**src/hw/dpwm_pkg.sv**
```systemverilog
// Shared constants and types for the dual PWM timer with interlock.
// Assumes one peripheral clock and one system reset for both units.
package dpwm_pkg;
   localparam logic [15:0] TRIG_CTRL_ADDR = 16'hFF96;
   localparam logic [7:0] TRIG_CTRL_RST = 8'h00;
   localparam logic [7:0] TRIG_CTRL_MASK = 8'h03;
   localparam int TRIG_EN_BIT = 1;
   localparam int CAP_SEL_BIT = 0;
   localparam logic [7:0] IL_CTRL_RST = 8'h00;
   localparam int IL_MODE_LSB = 0;
   localparam int IL_SRC_BIT = 2;
   localparam int IL_HIZ_BIT = 3;
   localparam logic [1:0] IL_MODE_OFF = 2'h0;
   localparam logic [1:0] IL_MODE_RESET = 2'h1;
   localparam logic [1:0] IL_MODE_RESTART = 2'h2;
   localparam logic [1:0] IL_MODE_OUTRST = 2'h3;
   localparam logic [15:0] CNT_RST = 16'h0000;

   typedef enum logic [1:0] {ILS_NORMAL, ILS_HOLD, ILS_OUTRST} dpwm_il_e;

   // Per-unit settings; taken up at each period end while counting
   typedef struct packed {
      logic [15:0] period;
      logic [15:0] duty_a;
      logic [15:0] duty_b;
      logic compl;
      logic idle_a;
      logic idle_b;
      logic gate_en;
   } dpwm_cfg_s;

   // Byte or single-bit register access
   typedef struct packed {
      logic [15:0] addr;
      logic wr;
      logic rd;
      logic bit_op;
      logic [2:0] bit_idx;
      logic [7:0] wdata;
   } dpwm_acc_s;
endpackage : dpwm_pkg

```
**src/hw/dpwm_timer.sv**
```systemverilog
// Two linked 16-bit PWM units, four outputs, A/D trigger, capture, interlock.
// Assumes all inputs synchronous to clk; peripheral bus gives one-cycle
// strobes; the A/D converter and comparators live outside.
`timescale 1ns/1ps
module dpwm_timer (
   input wire logic clk, // Peripheral clock
   input wire logic rst, // Async reset, active high
   input dpwm_pkg::dpwm_acc_s bus, // Peripheral register access
   output logic [7:0] rdata, // Read data, zero when unmapped
   input dpwm_pkg::dpwm_acc_s il_acc, // Interlock control access
   output logic [7:0] il_ctrl, // Interlock control contents
   input wire logic [1:0] start, // Start pulse per unit
   input wire logic [1:0] stop, // Stop pulse per unit
   input wire logic sync_en, // Link unit 1 to unit 0 start/clear
   input dpwm_pkg::dpwm_cfg_s cfg0, // Unit 0 settings
   input dpwm_pkg::dpwm_cfg_s cfg1, // Unit 1 settings
   input wire logic [15:0] cmp0_val, // Unit-1 channel-0 compare value
   input wire logic [2:0] cmp_out, // Comparator outputs
   input wire logic ext_irq_input0, // External interrupt input
   input wire logic gate_timer_output, // 8-bit timer output for gating
   input wire logic adc_run_enable, // A/D converter running
   output logic [3:0] pwm_out, // PWM levels, {u1b,u1a,u0b,u0a}
   output logic [3:0] pwm_oe_n, // Output enables, low drives
   output logic adc_sync_trig, // A/D sync trigger pulse
   output logic [15:0] unit1_cc_reg0, // Channel-0 compare/capture
   output logic [1:0] period_irq // Period-end pulse per unit
);
   import dpwm_pkg::*;

   function automatic logic [7:0] acc_write(input logic [7:0] old,
                                            input dpwm_acc_s a);
      logic [7:0] v;
      v = old;
      if (a.bit_op) begin
         v[a.bit_idx] = a.wdata[0];
      end else begin
         v = a.wdata;
      end
      return v;
   endfunction : acc_write

   function automatic logic pwm_lvl(input logic [15:0] c,
                                    input logic [15:0] duty,
                                    input logic idle);
      return (c < duty) ? ~idle : idle;
   endfunction : pwm_lvl

   logic [7:0] unit1_adc_trigger_ctrl, next_trig_ctrl;
   logic [7:0] next_il_ctrl;
   logic [7:0] next_rdata;
   logic src_q, next_src_q;
   logic hiz, next_hiz;
   dpwm_il_e il_st, next_il_st;
   logic [1:0] run, next_run;
   logic [15:0] cnt [2];
   logic [15:0] next_cnt [2];
   dpwm_cfg_s act [2];
   dpwm_cfg_s next_act [2];
   logic [15:0] next_cc;
   logic next_trig;
   logic [1:0] next_irq;
   logic [3:0] next_out, next_oe_n;

   logic src, edge_det, hold, restart;
   logic [1:0] mode, wrap, start_req, stop_req;
   dpwm_cfg_s cfg [2];

   always_comb begin
      logic a_lvl;
      logic b_lvl;
      logic quiet;
      a_lvl = 1'b0;
      b_lvl = 1'b0;
      quiet = 1'b0;
      cfg[0] = cfg0;
      cfg[1] = cfg1;
      mode = il_ctrl[IL_MODE_LSB +: 2];
      src = il_ctrl[IL_SRC_BIT] ? ext_irq_input0 : cmp_out[2];
      edge_det = src & ~src_q;
      hold = (mode == IL_MODE_RESET) && src;
      restart = (mode == IL_MODE_RESTART) && edge_det;
      // Unit 0 start/stop drags unit 1 along when linked
      start_req = {start[1] | (sync_en & start[0]), start[0]};
      stop_req = {stop[1] | (sync_en & stop[0]), stop[0]};
      wrap[0] = run[0] && (cnt[0] == act[0].period);
      wrap[1] = run[1] && ((cnt[1] == act[1].period) ||
                (sync_en && wrap[0]));

      next_trig_ctrl = unit1_adc_trigger_ctrl;
      if (bus.wr && bus.addr == TRIG_CTRL_ADDR) begin
         next_trig_ctrl = acc_write(unit1_adc_trigger_ctrl, bus) &
                          TRIG_CTRL_MASK;
      end
      next_rdata = 8'h00;
      if (bus.rd && bus.addr == TRIG_CTRL_ADDR) begin
         next_rdata = unit1_adc_trigger_ctrl;
      end
      next_il_ctrl = il_ctrl;
      if (il_acc.wr) begin
         next_il_ctrl = acc_write(il_ctrl, il_acc);
      end

      next_src_q = src;
      // Clear from disabling the feature wins; a set needs the feature enabled
      next_hiz = hiz & il_ctrl[IL_HIZ_BIT];
      if (il_ctrl[IL_HIZ_BIT] && edge_det) begin
         next_hiz = 1'b1;
      end

      next_il_st = il_st;
      unique case (il_st)
         ILS_NORMAL: begin
            if (hold) begin
               next_il_st = ILS_HOLD;
            end else if (mode == IL_MODE_OUTRST && edge_det) begin
               next_il_st = ILS_OUTRST;
            end
         end
         ILS_HOLD: begin
            if (!hold) begin
               next_il_st = ILS_NORMAL;
            end
         end
         ILS_OUTRST: begin
            if (wrap[0] || mode != IL_MODE_OUTRST) begin
               next_il_st = ILS_NORMAL;
            end
         end
      endcase

      // Both units share clk and rst, so linked edges line up exactly
      for (int i = 0; i < 2; i++) begin
         next_run[i] = (run[i] & ~stop_req[i]) | start_req[i];
         next_act[i] = act[i];
         if (!run[i] || wrap[i]) begin
            next_cnt[i] = CNT_RST;
            next_act[i] = cfg[i];
         end else if (hold || restart) begin
            next_cnt[i] = CNT_RST;
         end else begin
            next_cnt[i] = cnt[i] + 16'h0001;
         end
         next_irq[i] = wrap[i];
         a_lvl = pwm_lvl(cnt[i], act[i].duty_a, act[i].idle_a);
         b_lvl = act[i].compl ? ~a_lvl :
                 pwm_lvl(cnt[i], act[i].duty_b, act[i].idle_b);
         quiet = !run[i] || hold || il_st == ILS_OUTRST ||
                 (act[i].gate_en && !gate_timer_output);
         next_out[2*i] = quiet ? act[i].idle_a : a_lvl;
         next_out[2*i+1] = quiet ? act[i].idle_b : b_lvl;
      end
      next_oe_n = {4{next_hiz}};

      // Capture only on an event; compare value follows software otherwise
      next_cc = cmp0_val;
      if (unit1_adc_trigger_ctrl[CAP_SEL_BIT]) begin
         next_cc = edge_det ? cnt[1] : unit1_cc_reg0;
      end
      // Trigger path gates timer state with adc_run_enable; no trigger while the converter is stopped
      next_trig = unit1_adc_trigger_ctrl[TRIG_EN_BIT] && run[1] &&
                  cnt[1] == unit1_cc_reg0 &&
                  adc_run_enable;
   end

   always_ff @(posedge clk or posedge rst) begin
      if (rst) begin
         unit1_adc_trigger_ctrl <= TRIG_CTRL_RST;
         il_ctrl <= IL_CTRL_RST;
         rdata <= 8'h00;
         src_q <= 1'b0;
         hiz <= 1'b0;
         il_st <= ILS_NORMAL;
         run <= 2'h0;
         for (int i = 0; i < 2; i++) begin
            cnt[i] <= CNT_RST;
            act[i] <= '0;
         end
         unit1_cc_reg0 <= CNT_RST;
         adc_sync_trig <= 1'b0;
         period_irq <= 2'h0;
         pwm_out <= 4'h0;
         pwm_oe_n <= 4'h0;
      end else begin
         unit1_adc_trigger_ctrl <= next_trig_ctrl;
         il_ctrl <= next_il_ctrl;
         rdata <= next_rdata;
         src_q <= next_src_q;
         hiz <= next_hiz;
         il_st <= next_il_st;
         run <= next_run;
         for (int i = 0; i < 2; i++) begin
            cnt[i] <= next_cnt[i];
            act[i] <= next_act[i];
         end
         unit1_cc_reg0 <= next_cc;
         adc_sync_trig <= next_trig;
         period_irq <= next_irq;
         pwm_out <= next_out;
         pwm_oe_n <= next_oe_n;
      end
   end
endmodule : dpwm_timer

```
**config.mk**
```make
export PLATFORM = sky130hd
export DESIGN_NAME = dpwm_timer
export DESIGN_NICKNAME = d
export VERILOG_FILES = /design/src/hw/dpwm_pkg.sv /design/src/hw/dpwm_timer.sv
export SDC_FILE = /design/constraint.sdc
export NUM_CORES = 1
export LEC_CHECK = 0
export BUFFER_PORTS_ARGS = -buffer_cell sky130_fd_sc_hd__clkbuf_2
export CAP_MARGIN = 10
export CORE_ASPECT_RATIO = 2
export CORE_MARGIN = 3
export CORE_UTILIZATION = 54
export DETAILED_ROUTE_END_ITERATION = 12
export GPL_ROUTABILITY_DRIVEN = 0
export GPL_TIMING_DRIVEN = 0
export PLACE_DENSITY_LB_ADDON = 0.3
export SLEW_MARGIN = 5
export SYNTH_ARGS = -nofsm -noshare
export SYNTH_HDL_FRONTEND = slang
export SYNTH_SLANG_ARGS = --single-unit
```
**constraint.sdc**
```tcl
create_clock -name clk -period 6.58 [get_ports clk]
set_input_delay 0.329 -clock clk [delete_from_list [all_inputs] [get_ports clk]]
set_output_delay 0.329 -clock clk [all_outputs]
set_load 0.01 [all_outputs]
```
-- Yosys cells after proc, flatten, opt, wreduce, memory -nomap -nowiden
Index checks and enable logic that the tools add are counted.
- muxes and demuxes: 32
- div/mod/pow operators: 0
- add/subtract/negate cells: 2
- reductions and logical operators: 32
- $mul: 0
- bitwise operators: 19
- magnitude comparators: 8
- eq/ne operators: 14
- shift operators: 0
- operators by type and width (cell ; count):
    2-to-1 mux 16 bit ; 6
    less-than comparator 16 bit ; 4
    equality test 16 bit ; 3
    adder 16 x 1 -> 16 bit, second input constant ; 2
    bitwise mux 8 bit ; 2
    equality test 16 bit, second input constant ; 1
    logical AND 1 bit ; 16
    2-to-1 mux 1 bit ; 14
    2-to-1 mux 2 bit ; 6
    logical OR 1 bit ; 11
    NOT 1 bit ; 9
    less-than comparator 3 x 4 -> 1 bit, second input constant ; 2
    2-to-1 mux 8 bit ; 1
    bitwise AND 1 bit ; 6
    demux 1 bit (select 3 bit) ; 2
    equality test 2 bit, second input constant ; 3
    greater-or-equal comparator 3 x 1 -> 1 bit, second input constant ; 2
    != test 2 bit, second input constant ; 3
    one-hot mux 2 bit (3 select lines) ; 1
    equality test 2 x 1 -> 1 bit, second input constant ; 2
    OR 1 bit ; 4
    zero test 1 bit ; 3
    != test 3 bit, second input constant ; 1
    AND reduction 3 bit ; 1
    2 further kinds ; 2
- memory bits (read-only): 0
- bits in latches: 0
- word-level logic and storage cells: 135
- output and inout port bits: 43
- memories kept: 0
- bits in writable memories: 0
- bits of input ports: 193
- flip-flop bits (word level): 184

-- Logic depth before layout (Yosys ltp)
- depth after elaboration: 7
- depth in mapped cells: 9
- mapped depth without buffers: 8

-- Least setup slack after synthesis
Ideal clock, no wire load.
- kind: flip-flop to flip-flop
- start point: register cnt[27] (netlist bit)
- end point: register act[0] (netlist bit)
- clock period less this slack: 2.104 ns
- slack: 4.476 ns
- setup time: 0.125 ns
- path buffers: 3
- arrival time: 1.979 ns
- stages on the path, launching flop included: 10
- data required time: 6.455 ns
- path through: dfrtp_1 -> buf_6 -> xnor2_2 -> nand4_1 -> nor4_2 -> a31oi_1 -> and2_1 -> buf_6 -> buf_6 -> mux2_4
- longest elaborated chain between the ends: 6
- RTL lines (element ; line ; text):
    start: declaration ; dpwm_timer.sv:55 ; logic [15:0] cnt [2];
    start signal: indexed assignment ; dpwm_timer.sv:192 ; cnt[i] <= next_cnt[i];
    equality test 16 bit ; dpwm_timer.sv:85 ; wrap[0] = run[0] && (cnt[0] == act[0].period);
    logical AND 1 bit ; dpwm_timer.sv:85 ;
    logical AND 1 bit ; dpwm_timer.sv:87 ; (sync_en && wrap[0]));
    logical OR 1 bit ; dpwm_timer.sv:86 ; wrap[1] = run[1] && ((cnt[1] == act[1].period) ||
    logical AND 1 bit ; dpwm_timer.sv:86 ;
    logical OR 1 bit ; dpwm_timer.sv:135 ; if (!run[i] || wrap[i]) begin
    end signal: indexed assignment ; dpwm_timer.sv:193 ; act[i] <= next_act[i];
    end: declaration ; dpwm_timer.sv:57 ; dpwm_cfg_s act [2];
No other way between the ends.
A chain may end at the register's enable or synchronous reset.

-- Final worst setup path
- start point: register cnt[27] (netlist bit)
- end point: register act[99] (netlist bit)
- longest elaborated chain between the ends: 3
- RTL lines (element ; line):
    equality test 16 bit ; dpwm_timer.sv:85
    logical AND 1 bit ; dpwm_timer.sv:85
    logical OR 1 bit ; dpwm_timer.sv:135
No other way between the ends.

==> results.py <==
metrics = {
    "critical_path": {
        "cp-startpoint": "cnt[27]",
        "r2r_cells": 8,
        "cp-end-kind": "flip-flop",
        "crit_top_cell": "buf_2",
        "cp.arrival_ns": 3.13,
        "r2r_end": "act[99]",
        "r2r_slack_ns": 3.77,
        "worstPathCellList": "buf_6 > xnor2_2 > nand4_1 > nor4_2 > nand2b_1 > buf_2 > buf_2 > mux2_2",
        "worstPathRequired_ns": 6.89,
        "reg2reg_from": "cnt[27]",
        "startpoint_type": "flip-flop",
        "worstPathMaxFanout": 10,
        "cpMaxStageDelayCell": "nor4_2",
        "critPathMaxStageDelay_ns": 0.59,
        "worstSetupPathType": "flip-flop to flip-flop",
    },
    "floorplanning": {
        "die_y_microns": 196,
        "die-area_sq_mm": 0.0198,
        "fp.dieW_microns": 101,
        "io_pins": 236,
        "core_sq_mm": 0.0174,
        "row_count": 68,
        "initial_core_util_pct": 55.8,
    },
    "hold_path": {
        "whs_path_depth": 3,
        "hold_path_class": "input pin to flip-flop",
        "hold_path_startpoint": "start[1]",
        "hold_end": "run[1]",
    },
    "timing": {
        "finalCritPeriodShare_pct": 42.7,
        "finalMaxSlewViolations": 0,
        "fin_tns_setup_ns": 0,
        "finalHoldViolations": 0,
        "rsz0062_at_grt": "false",
        "fin_ws_ns": 3.77,
        "setup_viol": 0,
        "worst-slew-pin-transition_ns": 0.623,
        "finClkSkew_ns": 0.00943,
        "slew_headroom_pct": 57.4,
        "max_freq_mhz": 356,
        "fin_crit_ns": 2.81,
    },
    "synthesis": {
        "synth_flop_cell": "dfrtp_1",
        "synthesis.area_sq_mm": 0.00973,
        "yosysWarnings": 0,
        "async_flop_share_pct": 100,
        "synth_edf_count": 0,
        "ys_seq_area_share_pct": 45.5,
        "yosys.cell_types.count": 53,
        "synth.ff_latch_count": 177,
        "synthCells": 922,
        "syn_area_per_cell_sq_um": 10.6,
    },
    "clock_tree": {
        "clkTransAtPathRegs_ns": 0.07,
        "cts_setup_buffers": 0,
        "post_cts_resize_count": 0,
        "clock-sinks": 177,
        "cts_tree": "yes",
        "clock_path_buffers": 2,
        "h-tree-depth": 4,
        "cts_buffers": 17,
        "clockRootBuffer": "clkbuf_16",
        "clk-insertion-delay-late_ns": 0.43,
    },
    "layout": {
        "final_util_pct": 67.0,
        "num-fill-cells": 1401,
        "final_nets": 1410,
        "syn_to_final_growth_pct": 20.0,
        "final_common_cell": "clkbuf_2",
        "final_cell_mix": "204 x clkbuf_2, 177 x dfrtp_1, 77 x inv_1",
        "final_cell_area_sq_mm": 0.0117,
        "diodes": 0,
        "drive_gt1_share_pct": 29.4,
    },
    "power": {
        "power.switching_uw": 927,
        "p_clk_share_pct": 33.5,
        "seq_power_share_pct": 43.8,
        "power_mw": 3.07,
        "p_leak_nw": 5.90,
        "p_comb_share_pct": 22.7,
        "netSwitchingFraction_pct": 30.2,
        "peakVddDrop_mv": 0.186,
        "power_density_mw_per_mm2": 262,
        "internal_power_mw": 2.14,
    },
    "routing": {
        "viasPerCell": 5.43,
        "antenna_left": 0,
        "drt_iter0_markers": 230,
        "wl_microns": 25100,
        "drt_pass1_iterations": 5,
        "drc_errors": 0,
        "post_drt_wl_per_cell_microns": 18.2,
        "vias": 7468,
    },
    "run_status": {
        "status": "finished, final reports clean",
    },
    "flow_run": {
        "maxCapViolCount": 0,
    },
    "global_routing": {
        "grt_usage_pct": 25.9,
        "grt_pass1_vias": 7810,
        "grt-ovfl-total": 0,
        "grt_max_degree": 96,
        "antenna_found_initial": 0,
        "grt_pass1_wl_microns": 39300,
    },
    "placement": {
        "port_buffers": 204,
        "pre_cts_ws_ns": 3.78,
        "placed_cell_area_sq_mm": 0.0111,
        "dp_hpwl_microns": 19900,
    },
}
power by group through the flow:
stage,Combinational (mW),Sequential (mW),Clock [mW]
final,0.695,1.34,1.03
after global routing,0.774,1.36,1.09
after CTS,0.703,1.34,1.05
after detailed placement,0.696,1.36,0
after global placement,0.670,1.36,0
after floorplan,0.483,1.34,0
cells in the mapped netlist (4+ instances only):
master	instances	share of area (%)
dfrtp_1	177	46
inv_1	78	3.0
nor2_1	69	2.7
nand2_1	66	2.5
ha_1	65	8.4
xnor2_1	61	5.5
mux2_4	50	7.7
o21ai_0	50	2.6
a21oi_1	45	2.3
nand4_1	31	2.0
mux2_2	28	3.2
clkbuf_1	25	0.96
nand3_1	19	0.98
xor2_1	18	1.6
mux2i_1	17	1.7
and3_1	10	0.64
buf_4	10	0.77
nand2b_1	10	0.64
nor2b_1	10	0.64
a21o_1	9	0.69
buf_6	7	0.81
and2_1	6	0.39
buf_2	6	0.31
nor3_1	6	0.31
a2111oi_0	4	0.36
buf_1	4	0.15
through the flow:
step / hold slack, ns / cells
floorplan: 0.421 / 927
finish: 0.0825 / 1375
global placement: 0.490 / 1341
global route: 0.0930 / 1375
detailed placement: 0.458 / 1342
CTS: 0.0708 / 1375
registers in the layout (all words and copies together) (netlist names):
register	flops
act	104
cnt	32
unit1_cc_reg0	16
il_ctrl	8
pwm_out	4
il_st	2
period_irq	2
rdata	2
run	2
unit1_adc_trigger_ctrl	2
adc_sync_trig	1
hiz	1
src_q	1
worst max-delay path: cells and delay by family (launching register included):
| family | cells | cell delay (ns) |
|---|---|---|
| muxes | 1 | 0.39 |
| buffers and inverters | 3 | 0.80 |
| DFF | 1 | 0.47 |
| xor gates and xnor gates | 1 | 0.12 |
| and+or+nand+nor | 3 | 0.91 |
layer usage:
layer | track usage, % | up-vias | share of wire, %
li1 | - | 3598 | -
met1 | 25.1 | 3570 | 33
met2 | 48.8 | 217 | 56
met3 | 4.52 | 83 | 4.5
met4 | 15.7 | 0 | 6.1
met5 | 0 | - | 0
cells by family (layout without fill, tap and decap cells):
family	count (synthesis)	in the layout	synth area share, %
flops	177	177	45.5
compound gates	133	133	8.10
simple gates	241	241	12.0
other cells	1	6	0.0385
xor+xnor	80	80	7.28
buf+inv	130	368	6.02
mux	95	95	12.7
fa+ha+maj	65	65	8.36
layout make-up:
type / count / area, sq um / area share (%)
buffer: 52 / 293 / 2.51
clock buffer: 18 / 439 / 3.76
clock inverter: 14 / 164 / 1.40
inverter: 78 / 300 / 2.57
multi-input combinational: 620 / 4740 / 40.5
sequential: 177 / 4430 / 37.9
tap: 210 / 263 / 2.25
timing repair buffer: 206 / 1060 / 9.06
worst max-delay path by stage:
stage	end	cells past startpoint	slack (ns)
floorplan	act[0]	1	1.45
global placement	il_ctrl[6]	2	-0.43
detailed placement	act[53]	8	3.78
CTS	act[99]	8	3.74
global route	act[99]	8	3.59
finish	act[99]	8	3.77
what timing repair did:
action	4_1_cts	5_1_grt
endpoints found under the setup margin	0	0
endpoints found under the hold margin	11	0
hold buffers	1	0
No activity file was read; power rests on OpenSTA's default activity.
